## src/inc/ids_defs.svh

```systemverilog
// Constants for the dynamic bandwidth switch ends
`ifndef IDS_DEFS_SVH
`define IDS_DEFS_SVH
`define IDS_TW        32
`define IDS_AW        8
`define IDS_DW        32
`define IDS_IN_DEPTH  4
`define IDS_ALT_RST   8'h00
`define IDS_TIME_RST  32'h0000_0000
`define IDS_DATA_RST  32'h0000_0000
`define IDS_TIME_INC  32'h0000_0001
`endif

```

## src/inc/ids_pkg.sv

```systemverilog
// Types for the dynamic bandwidth switch ends
package ids_pkg;
	typedef enum logic [0:0] {
		IDS_REQ_SET = 1'b0,
		IDS_REQ_DS  = 1'b1
	} ids_req_t;
	typedef enum logic [0:0] {
		IDS_D_IDLE = 1'b0,
		IDS_D_ACK  = 1'b1
	} ids_dst_t;
	typedef enum logic [1:0] {
		IDS_H_IDLE = 2'b00,
		IDS_H_WAIT = 2'b01,
		IDS_H_DONE = 2'b10
	} ids_hst_t;
endpackage

```

## src/inc/ids_link_if.sv

```systemverilog
// Link between host controller end and device end
`timescale 1ns/1ps
`default_nettype none
`include "ids_defs.svh"
interface ids_link_if;
	import ids_pkg::*;
	logic [`IDS_TW-1:0] chan_time;
	logic               req_valid;
	ids_req_t           req_kind;
	logic [`IDS_AW-1:0] req_alt;
	logic [`IDS_TW-1:0] req_time;
	logic               req_ack;
	logic               req_dyn;
	logic               out_valid;
	logic [`IDS_DW-1:0] out_data;
	logic [`IDS_TW-1:0] out_ptime;
	logic [`IDS_AW-1:0] out_fmt;
	logic               in_poll;
	logic               in_valid;
	logic [`IDS_DW-1:0] in_data;
	logic [`IDS_AW-1:0] in_fmt;
	logic               in_new_only;
	modport dev (
		input  chan_time, req_valid, req_kind, req_alt, req_time, out_valid, out_data, out_ptime, out_fmt,
		input  in_poll,
		output req_ack, req_dyn, in_valid, in_data, in_fmt, in_new_only
	);
	modport host (
		output chan_time, req_valid, req_kind, req_alt, req_time, out_valid, out_data, out_ptime, out_fmt,
		output in_poll,
		input  req_ack, req_dyn, in_valid, in_data, in_fmt, in_new_only
	);
endinterface
`default_nettype wire

```

## src/core/ids_fmt_sel.sv

```systemverilog
// Picks the data format for a presentation time against a pending switch
`timescale 1ns/1ps
`default_nettype none
module ids_fmt_sel #(
	parameter int TW = 32,
	parameter int AW = 8
) (
	input  wire logic [AW-1:0] cur_alt_i,
	input  wire logic          pend_vld_i,
	input  wire logic [TW-1:0] pend_time_i,
	input  wire logic [AW-1:0] pend_alt_i,
	input  wire logic [TW-1:0] ptime_i,
	output logic      [AW-1:0] fmt_o
);
	// At or after the switch point the new setting applies
	assign fmt_o = (pend_vld_i && (ptime_i >= pend_time_i)) ? pend_alt_i : cur_alt_i;
endmodule
`default_nettype wire

```

## src/core/ids_dev.sv

```systemverilog
// Device end: dynamic switching of an isochronous interface
`timescale 1ns/1ps
`default_nettype none
`include "ids_defs.svh"
// Notes on behaviour
// - Switchable interface reconfigures endpoints at run time
// - First step records switch point and setting
// - One switch point for whole interface
// - IN data after switch point uses new format
// - First step keeps IN buffer, old air format
// - OUT data after switch point read as new
// - OUT data before switch point read as old
// - Host completes switch naming same setting
// - After second step all traffic uses new setting
// - Unmatched selection handled as normal change
// - Starvation or overflow may raise error reporting
// - Host needs bandwidth before upward switch
// - Host never gives a past switch point
// - Host sends no old format after switch
// - Host sends no new format before switch
// - Host never polls IN holding only new data
module ids_dev
	import ids_pkg::*;
#(
	parameter int TW    = `IDS_TW,
	parameter int AW    = `IDS_AW,
	parameter int DW    = `IDS_DW,
	parameter int DEPTH = `IDS_IN_DEPTH
) (
	input  wire logic          clk_i,
	input  wire logic          rst_b_i,
	ids_link_if.dev            link,
	input  wire logic          dyn_capable_i,
	input  wire logic          prod_valid_i,
	input  wire logic [DW-1:0] prod_data_i,
	input  wire logic [TW-1:0] prod_ptime_i,
	output logic               out_valid_o,
	output logic      [DW-1:0] out_data_o,
	output logic      [AW-1:0] out_fmt_o,
	output logic               out_fmt_err_o,
	output logic      [AW-1:0] cur_alt_o,
	output logic      [AW-1:0] air_alt_o,
	output logic               pend_vld_o,
	output logic               dyn_done_o,
	output logic               in_ovf_o,
	output logic               in_empty_o
);
	localparam int PW = $clog2(DEPTH);
	localparam int CW = $clog2(DEPTH + 1);

	ids_dst_t           state_reg;
	logic               pend_vld_reg;
	logic [TW-1:0]      pend_time_reg;
	logic [AW-1:0]      pend_alt_reg;
	logic [AW-1:0]      cur_alt_reg;
	logic [AW-1:0]      air_alt_reg;
	logic               ack_reg;
	logic               dyn_reg;
	logic               dyn_done_reg;
	logic               flush;
	logic               take_req;

	logic [DW-1:0]      buf_data [DEPTH];
	logic [AW-1:0]      buf_fmt  [DEPTH];
	logic [PW-1:0]      wr_ptr_reg;
	logic [PW-1:0]      rd_ptr_reg;
	logic [CW-1:0]      cnt_reg;
	logic               full;
	logic               empty;
	logic               push;
	logic               pop;
	logic               ovf_reg;
	logic               empty_reg;
	logic [AW-1:0]      prod_fmt;
	logic [AW-1:0]      out_exp_fmt;

	logic               in_valid_reg;
	logic [DW-1:0]      in_data_reg;
	logic [AW-1:0]      in_fmt_reg;
	logic               new_only_reg;

	logic               out_valid_reg;
	logic [DW-1:0]      out_data_reg;
	logic [AW-1:0]      out_fmt_reg;
	logic               fmt_err_reg;

	assign take_req = (state_reg == IDS_D_IDLE) && link.req_valid;
	// A non-dynamic selection drops whatever the IN buffer holds
	assign flush    = take_req && (link.req_kind == IDS_REQ_SET)
		&& !(pend_vld_reg && (link.req_alt == pend_alt_reg));

	// Request sequencing: one answer per request
	always_ff @(posedge clk_i or negedge rst_b_i) begin
		if (!rst_b_i) begin
			state_reg <= IDS_D_IDLE;
			ack_reg   <= 1'b0;
		end else begin
			case (state_reg)
				IDS_D_IDLE: begin
					ack_reg <= link.req_valid;
					if (link.req_valid) begin
						state_reg <= IDS_D_ACK;
					end
				end
				IDS_D_ACK: begin
					ack_reg   <= 1'b0;
					state_reg <= IDS_D_IDLE;
				end
				default: begin
					ack_reg   <= 1'b0;
					state_reg <= IDS_D_IDLE;
				end
			endcase
		end
	end

	// Pending switch record, one per interface
	always_ff @(posedge clk_i or negedge rst_b_i) begin
		if (!rst_b_i) begin
			pend_vld_reg  <= 1'b0;
			pend_time_reg <= `IDS_TIME_RST;
			pend_alt_reg  <= `IDS_ALT_RST;
		end else if (take_req) begin
			if (link.req_kind == IDS_REQ_DS) begin
				if (dyn_capable_i) begin
					pend_vld_reg  <= 1'b1;
					pend_time_reg <= link.req_time;
					pend_alt_reg  <= link.req_alt;
				end
			end else begin
				pend_vld_reg <= 1'b0;
			end
		end
	end

	// Active setting and over-the-air setting
	always_ff @(posedge clk_i or negedge rst_b_i) begin
		if (!rst_b_i) begin
			cur_alt_reg  <= `IDS_ALT_RST;
			air_alt_reg  <= `IDS_ALT_RST;
			dyn_reg      <= 1'b0;
			dyn_done_reg <= 1'b0;
		end else begin
			dyn_done_reg <= 1'b0;
			if (take_req) begin
				dyn_reg <= 1'b0;
				if (link.req_kind == IDS_REQ_SET) begin
					// Air format changes on any selection, second step or normal change, never on the first step
					cur_alt_reg <= link.req_alt;
					air_alt_reg <= link.req_alt;
					if (!flush) begin
						dyn_reg      <= 1'b1;
						dyn_done_reg <= 1'b1;
					end
				end else begin
					dyn_reg <= dyn_capable_i;
				end
			end
		end
	end

	// Format of produced and received data
	ids_fmt_sel #(
		.TW (TW),
		.AW (AW)
	) u_in_fmt (
		.cur_alt_i   (cur_alt_reg),
		.pend_vld_i  (pend_vld_reg),
		.pend_time_i (pend_time_reg),
		.pend_alt_i  (pend_alt_reg),
		.ptime_i     (prod_ptime_i),
		.fmt_o       (prod_fmt)
	);

	ids_fmt_sel #(
		.TW (TW),
		.AW (AW)
	) u_out_fmt (
		.cur_alt_i   (cur_alt_reg),
		.pend_vld_i  (pend_vld_reg),
		.pend_time_i (pend_time_reg),
		.pend_alt_i  (pend_alt_reg),
		.ptime_i     (link.out_ptime),
		.fmt_o       (out_exp_fmt)
	);

	// IN buffer
	assign full  = (cnt_reg == CW'(DEPTH));
	assign empty = (cnt_reg == '0);
	assign push  = prod_valid_i && !flush;
	assign pop   = link.in_poll && !empty && !flush;

	always_ff @(posedge clk_i) begin
		if (push) begin
			buf_data[wr_ptr_reg] <= prod_data_i;
			buf_fmt[wr_ptr_reg]  <= prod_fmt;
		end
	end

	// First step never touches the buffer; only a normal change clears it
	always_ff @(posedge clk_i or negedge rst_b_i) begin
		if (!rst_b_i) begin
			wr_ptr_reg <= '0;
			rd_ptr_reg <= '0;
			cnt_reg    <= '0;
			empty_reg  <= 1'b1;
		end else if (flush) begin
			wr_ptr_reg <= '0;
			rd_ptr_reg <= '0;
			cnt_reg    <= '0;
			empty_reg  <= 1'b1;
		end else begin
			if (push) begin
				wr_ptr_reg <= PW'((32'(wr_ptr_reg) + 1) % DEPTH);
			end
			// Overflow drops the oldest entry
			if ((push && full && !pop) || pop) begin
				rd_ptr_reg <= PW'((32'(rd_ptr_reg) + 1) % DEPTH);
			end
			// Empty flag tracks the next count, so the port comes from a flop
			if (push && !pop && !full) begin
				cnt_reg   <= cnt_reg + CW'(1);
				empty_reg <= 1'b0;
			end else if (pop && !push) begin
				cnt_reg   <= cnt_reg - CW'(1);
				empty_reg <= (cnt_reg == CW'(1));
			end
		end
	end

	// Overflow report
	always_ff @(posedge clk_i or negedge rst_b_i) begin
		if (!rst_b_i) begin
			ovf_reg <= 1'b0;
		end else begin
			ovf_reg <= push && full && !pop;
		end
	end

	// IN answers
	always_ff @(posedge clk_i or negedge rst_b_i) begin
		if (!rst_b_i) begin
			in_valid_reg <= 1'b0;
			in_data_reg  <= `IDS_DATA_RST;
			in_fmt_reg   <= `IDS_ALT_RST;
			new_only_reg <= 1'b0;
		end else begin
			in_valid_reg <= pop;
			if (pop) begin
				in_data_reg <= buf_data[rd_ptr_reg];
				in_fmt_reg  <= buf_fmt[rd_ptr_reg];
			end
			// Oldest entry new means all entries new
			new_only_reg <= !empty && (buf_fmt[rd_ptr_reg] != air_alt_reg);
		end
	end

	// OUT data interpreted by presentation time
	always_ff @(posedge clk_i or negedge rst_b_i) begin
		if (!rst_b_i) begin
			out_valid_reg <= 1'b0;
			out_data_reg  <= `IDS_DATA_RST;
			out_fmt_reg   <= `IDS_ALT_RST;
			fmt_err_reg   <= 1'b0;
		end else begin
			out_valid_reg <= link.out_valid;
			fmt_err_reg   <= 1'b0;
			if (link.out_valid) begin
				out_data_reg <= link.out_data;
				out_fmt_reg  <= out_exp_fmt;
				fmt_err_reg  <= (link.out_fmt != out_exp_fmt);
			end
		end
	end

	assign link.req_ack     = ack_reg;
	assign link.req_dyn     = dyn_reg;
	assign link.in_valid    = in_valid_reg;
	assign link.in_data     = in_data_reg;
	assign link.in_fmt      = in_fmt_reg;
	assign link.in_new_only = new_only_reg;

	assign out_valid_o   = out_valid_reg;
	assign out_data_o    = out_data_reg;
	assign out_fmt_o     = out_fmt_reg;
	assign out_fmt_err_o = fmt_err_reg;
	assign cur_alt_o     = cur_alt_reg;
	assign air_alt_o     = air_alt_reg;
	assign pend_vld_o    = pend_vld_reg;
	assign dyn_done_o    = dyn_done_reg;
	assign in_ovf_o      = ovf_reg;
	assign in_empty_o    = empty_reg;
endmodule
`default_nettype wire

```

## src/flat_wrapper.sv

```systemverilog
// flat-port wrapper written by rule: the top's interface ports become plain ports
module ids_dev_flat import ids_pkg::*;
#(
	parameter int TW    = `IDS_TW,
	parameter int AW    = `IDS_AW,
	parameter int DW    = `IDS_DW,
	parameter int DEPTH = `IDS_IN_DEPTH
)
  (clk_i, rst_b_i, dyn_capable_i, prod_valid_i, prod_data_i, prod_ptime_i, out_valid_o, out_data_o, out_fmt_o, out_fmt_err_o, cur_alt_o, air_alt_o, pend_vld_o, dyn_done_o, in_ovf_o, in_empty_o, link_chan_time, link_req_valid, link_req_kind, link_req_alt, link_req_time, link_out_valid, link_out_data, link_out_ptime, link_out_fmt, link_in_poll, link_req_ack, link_req_dyn, link_in_valid, link_in_data, link_in_fmt, link_in_new_only);
  ids_link_if link_i ();
  input  wire logic clk_i;
  input  wire logic rst_b_i;
  input  wire logic dyn_capable_i;
  input  wire logic prod_valid_i;
  input  wire logic [DW-1:0] prod_data_i;
  input  wire logic [TW-1:0] prod_ptime_i;
  output logic out_valid_o;
  output logic      [DW-1:0] out_data_o;
  output logic      [AW-1:0] out_fmt_o;
  output logic out_fmt_err_o;
  output logic      [AW-1:0] cur_alt_o;
  output logic      [AW-1:0] air_alt_o;
  output logic pend_vld_o;
  output logic dyn_done_o;
  output logic in_ovf_o;
  output logic in_empty_o;
  input wire logic [$bits(link_i.chan_time)-1:0] link_chan_time;
  input wire logic [$bits(link_i.req_valid)-1:0] link_req_valid;
  input wire logic [$bits(link_i.req_kind)-1:0] link_req_kind;
  input wire logic [$bits(link_i.req_alt)-1:0] link_req_alt;
  input wire logic [$bits(link_i.req_time)-1:0] link_req_time;
  input wire logic [$bits(link_i.out_valid)-1:0] link_out_valid;
  input wire logic [$bits(link_i.out_data)-1:0] link_out_data;
  input wire logic [$bits(link_i.out_ptime)-1:0] link_out_ptime;
  input wire logic [$bits(link_i.out_fmt)-1:0] link_out_fmt;
  input wire logic [$bits(link_i.in_poll)-1:0] link_in_poll;
  output wire logic [$bits(link_i.req_ack)-1:0] link_req_ack;
  output wire logic [$bits(link_i.req_dyn)-1:0] link_req_dyn;
  output wire logic [$bits(link_i.in_valid)-1:0] link_in_valid;
  output wire logic [$bits(link_i.in_data)-1:0] link_in_data;
  output wire logic [$bits(link_i.in_fmt)-1:0] link_in_fmt;
  output wire logic [$bits(link_i.in_new_only)-1:0] link_in_new_only;
  assign link_i.chan_time = link_chan_time;
  assign link_i.req_valid = link_req_valid;
  assign link_i.req_kind = link_req_kind;
  assign link_i.req_alt = link_req_alt;
  assign link_i.req_time = link_req_time;
  assign link_i.out_valid = link_out_valid;
  assign link_i.out_data = link_out_data;
  assign link_i.out_ptime = link_out_ptime;
  assign link_i.out_fmt = link_out_fmt;
  assign link_i.in_poll = link_in_poll;
  assign link_req_ack = link_i.req_ack;
  assign link_req_dyn = link_i.req_dyn;
  assign link_in_valid = link_i.in_valid;
  assign link_in_data = link_i.in_data;
  assign link_in_fmt = link_i.in_fmt;
  assign link_in_new_only = link_i.in_new_only;
  ids_dev #(.TW(TW), .AW(AW), .DW(DW), .DEPTH(DEPTH)) u_core (.clk_i(clk_i), .rst_b_i(rst_b_i), .link(link_i), .dyn_capable_i(dyn_capable_i), .prod_valid_i(prod_valid_i), .prod_data_i(prod_data_i), .prod_ptime_i(prod_ptime_i), .out_valid_o(out_valid_o), .out_data_o(out_data_o), .out_fmt_o(out_fmt_o), .out_fmt_err_o(out_fmt_err_o), .cur_alt_o(cur_alt_o), .air_alt_o(air_alt_o), .pend_vld_o(pend_vld_o), .dyn_done_o(dyn_done_o), .in_ovf_o(in_ovf_o), .in_empty_o(in_empty_o));
endmodule
```

## config.mk

```make
export PLATFORM = sky130hd
export DESIGN_NAME = ids_dev_flat
export DESIGN_NICKNAME = d
export VERILOG_FILES = /design/src/inc/ids_pkg.sv /design/src/inc/ids_link_if.sv /design/src/core/ids_fmt_sel.sv /design/src/core/ids_dev.sv /design/src/flat_wrapper.sv
export VERILOG_INCLUDE_DIRS = /design/src /design/src/inc
export SDC_FILE = /design/constraint.sdc
export NUM_CORES = 1
export LEC_CHECK = 0
export ABC_AREA = 1
export ABC_CLOCK_PERIOD_IN_PS = 4600
export BUFFER_PORTS_ARGS = -buffer_cell sky130_fd_sc_hd__buf_2
export CAP_MARGIN = 25
export CORE_UTILIZATION = 35
export DETAILED_ROUTE_END_ITERATION = 8
export SYNTH_ARGS = -nofsm -noshare
export SYNTH_HDL_FRONTEND = slang
export SYNTH_SLANG_ARGS = --single-unit
```

## constraint.sdc

```tcl
create_clock -name clk_i -period 4.6 [get_ports clk_i]
set_input_delay 0 -clock clk_i [delete_from_list [all_inputs] [get_ports clk_i]]
set_output_delay 0 -clock clk_i [all_outputs]
set_load 0.02 [all_outputs]
```

==> results of run 1 <==
power breakdown:
part,switching (mW),internal (mW),total [mW]
clock,1.16,1.68,2.84
sequential,0.259,3.38,3.64
combinational,1.82,0.969,2.79
total,3.24,6.02,9.27
per-layer routing:
metal | global-route usage, % | routed length (um) | vias to the layer above
met3 | 5.14 | 2600 | 80
met1 | 21.9 | 15500 | 5183
met5 | 0 | 27 | -
met4 | 7.88 | 1320 | 4
li1 | - | - | 5408
met2 | 31.7 | 17800 | 333
layout make-up:
type	count	area (um2)
well taps	518	648
flip-flops and latches	305	8440
fillers	3589	20400
multi-input cells	884	4650
diodes	1	2.50
inverters	106	398
clock buffers	49	1010
repair buffers	447	3030
clock inverters	17	170
worst reg2reg max path, stage by stage, from the launching register on:
cell and delay (ns):
dfrtp_1 0.32, inv_1 0.07, ha_1 0.30, nand2_1 0.05, inv_1 0.07, nand2_1 0.08, nor3_1 0.18, nand2_1 0.07
nand2_1 0.08, nand2_1 0.06, nand2_2 0.21, nand2_2 0.22, nand2_1 0.15, nand3_1 0.07, nand2_1 0.08, nand2_1 0.05
dlygate4sd3_1 0.54, nor2_1 0.09, dlygate4sd3_1 0.56, a21oi_1 0.07, dlygate4sd3_1 0.60
stage by stage:
stage | hold WS (ns) | utilization [%] | instances | setup WS, ns | power [mW]
after floorplan | -0.296 | - | 1360 | 1.18 | 5.49
after global placement | 0.0954 | 40.5 | 2114 | 1.76 | 6.32
after detailed placement | 0.0972 | 40.5 | 2115 | 1.71 | 6.40
after CTS | 0.0731 | 47.3 | 2325 | 0.570 | 9.39
after global routing | 0.103 | 47.4 | 2327 | 0.218 | 9.85
final | 0.0512 | 47.4 | 2327 | 0.536 | 9.27
cell families after synthesis:
group / count (synthesis) / share of synthesized area [%]
AND/OR/NAND/NOR: 568 / 16.8
buffers and inverters: 171 / 5.26
multiplexers: 1 / 0.0817
flip-flops: 305 / 61.2
AO/OA/AOI/OAI: 234 / 9.41
adder cells (fa/ha/maj): 72 / 6.54
XOR/XNOR: 9 / 0.627
synthesized netlist by cell type (all sizes together), types with 2 or more instances:
library cell	count	area, um2
a21oi	73	380
a31oi	36	225
a32o	8	80.1
buf	37	221
clkbuf	28	105
dfrtp	144	3600
edfxtp	160	4800
ha	72	901
inv	105	394
nand2	275	1040
nand3	35	185
nand3b	2	15.0
nand4	10	68.8
nor2	233	905
nor3	5	36.3
nor4	4	40.0
o211ai	2	15.0
o21a	2	15.0
o21ai	108	541
xnor2	2	25.0
xor2	7	61.3
timing repair:
| action | CTS | global route |
|---|---|---|
| hold buffers | 144 | 0 |
| setup buffers | 0 | 0 |
| resized for setup | 0 | 0 |
| hold endpoints to repair | 292 | 0 |
worst paths after layout:
check                                         start                       end  depth (start not counted)  slack (ns)
max                        u_core.pend_time_reg[11]      u_core.out_fmt_err_o                         20        0.54
min                                         rst_b_i  u_core.pend_time_reg[10]                          2        0.05
max reg2reg                u_core.pend_time_reg[11]      u_core.out_fmt_err_o                         20        0.54
min reg2reg                   u_core.out_data_o[14]     u_core.out_data_o[14]                          2        0.47
max in group asynchronous                   rst_b_i      u_core.rd_ptr_reg[0]                          3        3.34
min in group clk_i                    dyn_capable_i         u_core.pend_vld_o                          5        0.07
==> summary.txt, run 1 <==
Worst setup path
  • Max incr delay on CP: approximately 0.60 ns
  • Worst-path maximum fanout: 13
  • Worst Path Required: between 5 and 6 ns
  • Crit path kind: reg2reg
  • Worst EP arrival: 4.49 ns
  • Worst path cell trace: inv_1 -> ha_1 -> nand2_1 -> inv_1 -> nand2_1 -> nor3_1 -> nand2_1 -> nand2_1 -> nand2_1 -> nand2_2 -> nand2_2 -> nand2_1 -> nand3_1 -> nand2_1 -> nand2_1 -> dlygate4sd3_1 -> nor2_1 -> dlygate4sd3_1 -> a21oi_1 -> dlygate4sd3_1
  • Worst path bufs/invs: 5
  • Worst setup EP type: register
  • Top Family by Delay on Critical Path: buffers and inverters
  • CP max-delay cell: dlygate4sd3_1
  • Worst setup SP type: register
  • CP most frequent cell: nand2_1

Place
  • Port bufs: 289
  • Post-DP Area: 15700 um2
  • Final Wtd Congestion: 0.855
  • DP HPWL: 24300 um

Route
  • Post-route ant nets: 0
  • Final WL: about 37000 um
  • 1st-iter DRT viols: roughly 570
  • Vias/cell: approximately 4.7
  • Per-cell routed wire length: 16.0 um
  • DRC: 0
  • Vias post-DR: between 10000 and 15000
  • Drt first pass iters: 8

Cells and area
  • Area growth syn-to-layout: 33.2%
  • Most frequent cells in the layout: 288 x buf_2, 270 x nand2_1, 225 x nor2_1
  • Layout Cell Area excl Fill: 18300 um2
  • Final nets: 2069
  • Share of cells above drive strength 1: 21.3%
  • Max reg flops: about 130
  • Commonest non-fill, non-tap cell in the layout: buf_2
  • Reg with most FFs: u_core.buf_data

Die
  • Die width: 200 um
  • Die H: 200 um
  • Ports: 322
  • Row cnt: 72
  • Core footprint: 38700 um2
  • Initial Util: 35.6%
  • Die area: 40200 um2

Clock network
  • Clk_lat worst skew: about 0.56 ns
  • CTS tree: done
  • H-tree depth: 2
  • Clock buffer depth: 3
  • Num CTS Buffers: 37
  • Clock root cell: clkbuf_16
  • Clock sinks: 305
  • Worst-path clk slew: 0.06 ns

Timing
  • Worst-Margin Slew: ~0.75 ns
  • Final Hold Fails: 0
  • Minimum clock period: 4.06 ns
  • Clock Skew: 0.0239 ns
  • Final Cycle Share: 88.4%
  • RSZ-0062 raised after global routing: no
  • Finish-stage setup viols: 0
  • Rel. slew slack: just under 50%
  • Final slew viol count: 0
  • Max Freq: 0.246 GHz
  • Setup TNS: 0 ns

GRT
  • Largest net degree at the start of global routing: 74
  • Gr ovfl total: 0
  • Initial antenna violation count: 5
  • GRT Util Overall: a little under a fifth
  • Vias in the first global route: 11100
  • First-pass GRT wire length: 58600 um

Yosys
  • Yosys warns: 0
  • Netlist cell types: 46
  • Ys flop type: edfxtp_1
  • Synth async-reset ratio: a little under half
  • Cells after synthesis: 1360
  • Mapped Area: 13800 um2
  • #FFs+latches synth: 305
  • Avg Inst Size Synth: 10.1 um2
  • Syn nets: 1648
  • Post-synth EDFFs: 160
  • Register area share after synthesis: 61.2%

Hold path
  • HP Class: in2async

Power
  • PwrDens: roughly 500 nW/um2
  • Leakage: 8.32 nW
  • Maximum vdd drop: 0.000266 V

Outcome
  • Status: complete, no violations

Run
  • Max_cap viols: 0
Note: power is estimated with default switching activity, not from simulation.
==> run 2, diff against run 1 <==
--- a/config.mk
+++ b/config.mk
@@ -12,6 +12,7 @@
 export CAP_MARGIN = 25
 export CORE_UTILIZATION = 35
 export DETAILED_ROUTE_END_ITERATION = 8
+export RECOVER_POWER = 25
 export SYNTH_ARGS = -nofsm -noshare
 export SYNTH_HDL_FRONTEND = slang
 export SYNTH_SLANG_ARGS = --single-unit
==> summary.txt, run 2 (same netlist as run 1, synthesis figures left out) <==
Outcome
  • Status: finished, violations left
  • Failing checks: max-capacitance violations, max-slew violations

Clock network
  • Clock buffer depth: 3 (unchanged)
  • CTS tree: done
  • Clock sinks: 305 (unchanged)
  • Num CTS Buffers: 37 (unchanged)
  • Clock root cell: clkbuf_16
  • Clk_lat worst skew: 0.56 ns (about the same)
  • # Post-CTS Setup Buffers: 0 (unchanged)
  • H-tree depth: 2 (unchanged)
  • Worst-path clk slew: 0.06 ns (about the same)

Cells and area
  • Max reg flops: 128 (unchanged)
  • Share of cells above drive strength 1: 19.5% (-1.9 points)
  • Filler Cells Inserted: 3605 (+0.45%)
  • Commonest non-fill, non-tap cell in the layout: nand2_1
  • Reg with most FFs: u_core.buf_data
  • Final nets: 2069 (unchanged)
  • Area growth syn-to-layout: 32.8%
  • Most frequent cells in the layout: 270 x nand2_1, 256 x buf_2, 226 x nor2_1

Power
  • Pwr Total: 9.27 mW (about the same)
  • Leakage: 8.23 nW (-1.1%)
  • PwrDens: 506 nW/um2 (+0.24%)
  • Maximum vdd drop: 0.000266 V (about the same)

Timing
  • RSZ-0062 raised after global routing: no
  • Setup TNS: 0 ns (unchanged)
  • Worst-Margin Slew: 3.59 ns (+2.84 ns)
  • Clock Skew: 0.0238 ns (-0.000160 ns)
  • Finish-stage setup viols: 0 (unchanged)
  • Max Freq: 0.246 GHz (-0.21%)
  • Minimum clock period: 4.07 ns (+0.00859 ns)
  • Rel. slew slack: -139% (-190 points)
  • Final Hold Fails: 0 (unchanged)
  • Final slew viol count: 74 (+74)
  • Final Cycle Share: 88.5% (+0.19 points)

Worst setup path
  • Worst setup SP type: register
  • Crit path kind: reg2reg
  • Worst-path maximum fanout: 13 (unchanged)
  • Worst Path Required: 5.02 ns (about the same)
  • Worst setup EP type: register
  • Worst EP arrival: 4.50 ns (about the same)

Place
  • Port bufs: 289 (unchanged)
  • Final Wtd Congestion: 0.855 (unchanged)
  • DP HPWL: 24300 um (unchanged)

Route
  • Vias post-DR: 11000 (-0.027%)
  • DRC: 0 (unchanged)
  • Drt first pass iters: 8 (unchanged)
  • Final WL: 37200 um (-0.15%)
  • Per-cell routed wire length: 16.0 um (-0.15%)
  • Post-route ant nets: 0 (unchanged)
  • 1st-iter DRT viols: 587 (+3.3%)
  • Vias/cell: 4.73 (about the same)

GRT
  • Initial antenna violation count: 5 (unchanged)
  • Vias in the first global route: 11100 (unchanged)
  • GRT Util Overall: 18.6% (unchanged)
  • Largest net degree at the start of global routing: 74 (unchanged)
  • First-pass GRT wire length: 58600 um (unchanged)
  • Gr ovfl total: 0 (unchanged)

Die
  • Die area: 40200 um2 (unchanged)
  • Ports: 322 (unchanged)
  • Initial Util: 35.6% (unchanged)
  • Die width: 200 um (unchanged)
  • Row cnt: 72 (unchanged)
  • Die H: 200 um (unchanged)
  • Core footprint: 38700 um2 (unchanged)

Run
  • Max_cap viols: 1 (+1)

Hold path
  • HP Class: in2reg
[run 2: changes by cell type in the layout (fill, tap and decap cells not counted)]
cell / delta
buf_6: -1
nor2_1: +1
buf_2: -32
clkdlybuf4s25_1: +1
clkbuf_1: +32
nor2_4: -1
[run 2: cell type report]
class | count | area [um2] | share of cell area, %
Antenna cell | 1 | 2.50 | 0.0137
Clock buffer | 49 | 1010 | 5.53
Clock inverter | 17 | 170 | 0.930
Inverter | 106 | 398 | 2.17
Multi-Input combinational cell | 884 | 4640 | 25.4
Sequential cell | 305 | 8440 | 46.1
Tap cell | 518 | 648 | 3.54
Timing Repair Buffer | 447 | 2990 | 16.3
[run 2: path summary, 6_finish.rpt]
kind / from / to / slack [ns] / cells past startpoint
worst max register to register: u_core.pend_time_reg[11] / u_core.out_fmt_err_o / 0.53 / 20
worst min register to register: u_core.link.req_ack / u_core.link.req_ack / 0.47 / 1
worst min-delay path: dyn_capable_i / u_core.pend_vld_o / 0.08 / 5
min in group asynchronous: rst_b_i / u_core.pend_time_reg[10] / 1.44 / 2
max in group asynchronous: rst_b_i / u_core.rd_ptr_reg[0] / 0.99 / 3
worst max-delay path: u_core.pend_time_reg[11] / u_core.out_fmt_err_o / 0.53 / 20
[run 2: power by group]
part	total [mW]	switching [mW]	internal, mW
Clock	2.84	1.16	1.68
Sequential	3.64	0.260	3.38
Combinational	2.79	1.82	0.964
Total	9.27	3.25	6.02
[run 2: layer usage]
| layer | track usage, % | vias up | part of all wire (%) |
|---|---|---|---|
| met5 | 0 | - | 0.073 |
| met3 | 5.14 | 78 | 7.3 |
| met1 | 21.9 | 5165 | 41 |
| met4 | 7.88 | 4 | 3.4 |
| li1 | - | 5405 | - |
| met2 | 31.7 | 353 | 48 |
[run 2: metrics by stage]
stage	worst slack [ns]	hold WS (ns)	area (um2)	utilization, %	std cells
3_5_place_dp	1.71	0.0972	15700	40.5	2115
3_3_place_gp	1.76	0.0954	15700	40.5	2114
4_1_cts	0.570	0.0731	18300	47.3	2325
6_report	0.527	0.0754	18300	47.2	2327
5_1_grt	0.218	0.117	18300	47.2	2327
2_1_floorplan	1.18	-0.296	13800	-	1360
[run 2: repair_timing]
item / in CTS / in global routing
endpoints found under the hold margin: 292 / 0
gates resized for setup: 0 / 0
hold buffers: 144 / 0
[run 2: critical path: stages (launching register included)]
cell and delay [ns]:
dfrtp_1 0.32, inv_1 0.07, ha_1 0.30, nand2_1 0.05, inv_1 0.07, nand2_1 0.08, nor3_1 0.18, nand2_1 0.07
nand2_1 0.08, nand2_1 0.06, nand2_2 0.21, nand2_2 0.22, nand2_1 0.15, nand3_1 0.07, nand2_1 0.09, nand2_1 0.05
dlygate4sd3_1 0.54, nor2_1 0.09, dlygate4sd3_1 0.57, a21oi_1 0.07, dlygate4sd3_1 0.60
==> run 3, diff against run 2 <==
--- a/config.mk
+++ b/config.mk
@@ -6,13 +6,14 @@
 export SDC_FILE = /design/constraint.sdc
 export NUM_CORES = 1
 export LEC_CHECK = 0
-export ABC_AREA = 1
 export ABC_CLOCK_PERIOD_IN_PS = 4600
 export BUFFER_PORTS_ARGS = -buffer_cell sky130_fd_sc_hd__buf_2
 export CAP_MARGIN = 25
+export CORE_ASPECT_RATIO = 1.25
 export CORE_UTILIZATION = 35
 export DETAILED_ROUTE_END_ITERATION = 8
 export RECOVER_POWER = 25
+export REMOVE_ABC_BUFFERS = 1
 export SYNTH_ARGS = -nofsm -noshare
 export SYNTH_HDL_FRONTEND = slang
 export SYNTH_SLANG_ARGS = --single-unit
==> summary.txt, run 3 <==
Yosys
  • Synth Area in XOR/XNOR: 1.66% (+1.0 points)
  • Post-Synth Adder-Cell Area: 6.58% (+0.042 points)
  • Cells after synthesis: 896 (-34%)
  • #FFs+latches synth: 305 (unchanged)
  • Area contributors post-synth: edfxtp_1 35%, dfrtp_1 26%, ha_1 6.6%, mux4_2 6.6%, mux2_1 5.8%
  • Register area share after synthesis: 61.6% (+0.40 points)
  • Yosys warns: 0 (unchanged)
  • Top-count cell post-synth: edfxtp_1
  • Compound-Gate Fraction of Synth Area: 5.60% (-3.8 points)
  • Post-synth top cells: 160 x edfxtp_1, 144 x dfrtp_1, 72 x ha_1
  • Netlist cell types: 65 (+41%)
  • Post-synth EDFFs: 160 (unchanged)
  • Mux contribution to synthesized area: 16.3% (+16 points)
  • Main combinational cell family by area after synthesis: multiplexers
  • Mapped Area: 13700 um2 (-0.64%)
  • Ys flop type: edfxtp_1
  • Synth async-reset ratio: 47.5% (unchanged)
  • Post-synth top area share: 35.1% (+0.23 points)
  • Avg Inst Size Synth: 15.3 um2 (+51%)
  • Post-Synth Simple-Gate Area: 4.96% (-12 points)
  • Yosys top cell by area: edfxtp_1

GRT
  • Gr ovfl total: 0 (unchanged)
  • GRT Util Overall: 17.6% (-1.0 points)
  • Vias in the first global route: 9723 (-12%)
  • First-pass GRT wire length: 53500 um (-8.7%)
  • Initial antenna violation count: 4 (-1)
  • Largest net degree at the start of global routing: 74 (unchanged)

Worst setup path
  • Critical path origin: u_core.pend_time_reg[0]
  • FF-to-FF Start: u_core.pend_time_reg[0]
  • R2R Path End: u_core.out_fmt_err_o
  • Worst setup EP type: register
  • FF-to-FF path depth: 10 (-50%)
  • Worst Path Required: 5.00 ns (-0.02 ns)
  • Worst EP arrival: 3.91 ns (-0.59 ns)
  • Flop-to-flop setup slack: 1.08 ns (+0.56 ns)
  • Worst setup SP type: register
  • Worst Setup EP: u_core.out_fmt_err_o
  • Crit path kind: reg2reg
  • Worst-path maximum fanout: 17 (+4)

Clock network
  • CTS tree: done
  • H-tree depth: 2 (unchanged)
  • Clock root cell: clkbuf_16
  • Clk_lat worst skew: 0.51 ns (-0.05 ns)
  • Clock sinks: 305 (unchanged)
  • Clock buffer depth: 3 (unchanged)
  • Num CTS Buffers: 35 (-5.4%)
  • Gates resized, CTS repair: 0 (unchanged)
  • Worst-path clk slew: 0.06 ns (about the same)

Cells and area
  • Max reg flops: 128 (unchanged)
  • # diodes: 0 (-1)
  • Area growth syn-to-layout: 31.0%
  • Commonest non-fill, non-tap cell in the layout: buf_2
  • Most frequent cells in the layout: 255 x buf_2, 160 x edfxtp_1, 142 x dfrtp_1
  • Filler Cells Inserted: 3433 (-4.8%)
  • Reg with most FFs: u_core.buf_data
  • Share of cells above drive strength 1: 32.4% (+13 points)
  • Final nets: 1599 (-23%)

Power
  • Leakage: 7.58 nW (-7.9%)
  • PwrDens: 521 nW/um2 (+2.9%)
  • Maximum vdd drop: 0.000315 V (+18%)

Place
  • DP HPWL: 23500 um (-3.2%)
  • Final Wtd Congestion: 0.794 (-7.1%)
  • Pre-CTS WS: 1.55 ns (-0.166 ns)
  • Port bufs: 289 (unchanged)

Timing
  • Final slew viol count: 0 (-100%)
  • Clock Skew: 0.00898 ns (-0.0148 ns)
  • Setup TNS: 0 ns (unchanged)
  • Max Freq: 0.284 GHz (+16%)
  • Worst-Margin Slew: 1.17 ns (-2.42 ns)
  • Minimum clock period: 3.52 ns (-0.557 ns)
  • RSZ-0062 raised after global routing: no
  • Worst Slack Setup Final: 1.08 ns (+0.557 ns)
  • Final Hold Fails: 0 (unchanged)
  • Finish-stage setup viols: 0 (unchanged)
  • Final Cycle Share: 76.4% (-12 points)
  • Rel. slew slack: 22.2% (+160 points)

Die
  • Die H: 223 um (+11%)
  • Die width: 179 um (-11%)
  • Initial Util: 35.7% (+0.14 points)
  • Die area: 39900 um2 (-0.62%)
  • Core footprint: 38300 um2 (-1.0%)
  • Ports: 322 (unchanged)
  • Row cnt: 80 (+11%)

Hold path
  • HP Class: in2async

Route
  • Per-cell routed wire length: 18.8 um (+18%)
  • Drt first pass iters: 4 (-4)
  • Final WL: 34400 um (-7.5%)
  • Vias post-DR: 8928 (-19%)
  • Post-route ant nets: 0 (unchanged)
  • 1st-iter DRT viols: 386 (-34%)
  • DRC: 0 (unchanged)
  • Vias/cell: 4.88 (+3.3%)

Run
  • Max_cap viols: 0 (-1)

Outcome
  • Status: complete, no violations
[run 3: changes by cell type after synthesis, moves of 34 or more]
cell	delta
nor2_1	-197
mux2_2	+41
a31oi_1	-34
o21ai_0	-98
mux4_2	+40
inv_1	-56
a21oi_1	-43
mux2_1	+71
nand2_1	-222
[run 3: power by group]
part	switching (mW)	total (mW)	internal, mW
clock network	1.12	2.78	1.66
registers	0.337	3.84	3.50
logic	1.50	2.73	1.23
[run 3: cell type report]
| type | instances | area [um2] | area share, % |
|---|---|---|---|
| clock inverter | 23 | 224 | 1.25 |
| timing repair buffer | 421 | 2720 | 15.2 |
| clock buffer | 39 | 911 | 5.08 |
| inverter | 50 | 201 | 1.12 |
| tap | 492 | 616 | 3.43 |
| sequential | 305 | 8440 | 47.1 |
| multi-input combinational | 498 | 4830 | 26.9 |
[run 3: worst min-delay path by stage]
| stage | start | cells after the start | endpoint | slack, ns |
|---|---|---|---|---|
| 2_1_floorplan | rst_b_i | 0 | u_core.cnt_reg[0] | -0.30 |
| 3_3_place_gp | rst_b_i | 1 | u_core.link.in_data[9] | 0.09 |
| 3_5_place_dp | rst_b_i | 1 | u_core.link.in_data[9] | 0.1 |
| 4_1_cts | rst_b_i | 2 | u_core.link.in_data[9] | 0.10 |
| 5_1_grt | rst_b_i | 2 | u_core.link.in_data[9] | 0.15 |
| 6_report | rst_b_i | 2 | u_core.link.in_data[9] | 0.03 |
[run 3: stage by stage]
stage	power (mW)	instance area, um2	utilization [%]	cells	hold slack (ns)
2_1_floorplan	5.64	13400	-	853	-0.296
3_3_place_gp	6.54	15600	40.7	1644	0.0880
3_5_place_dp	6.61	15600	40.7	1644	0.0957
4_1_cts	9.52	17900	46.8	1826	0.102
5_1_grt	9.91	17900	46.8	1828	0.153
6_report	9.34	17900	46.8	1828	0.0331
[run 3: per-layer routing]
layer	GRT usage (%)	part of all wire, %	up-vias	routed length, um
met5	0	0.13	-	44
met3	4.67	6.9	57	2380
met1	20.0	39	4393	13300
li1	-	-	4182	-
met4	5.17	2.4	6	842
met2	31.7	52	290	17800
[run 3: timing repair]
| item | 4_1_cts | 5_1_grt |
|---|---|---|
| setup endpoints to repair | 0 | 0 |
| buffers inserted | 0 | 0 |
| hold buffers | 120 | 1 |
| endpoints found under the hold margin | 290 | 2 |
[run 3: logic make-up (layout without fill, tap and decap cells)]
logic type / Yosys count / in the layout
compound gates: 103 / 103
flops: 305 / 305
simple gates: 138 / 138
xor+xnor: 26 / 26
fa+ha+maj: 72 / 72
buf+inv: 93 / 533
mux: 159 / 159
[run 3: critical path: stages (launching register included)]
cell           delay [ns]
dfrtp_1              0.40
ha_1                 0.28
nand2b_4             0.15
a2111oi_4            0.32
o311a_1              0.24
o32ai_2              0.13
a21oi_4              0.50
mux2i_1              0.29
o221ai_1             0.22
o31a_1               0.32
dlygate4sd3_1        0.55
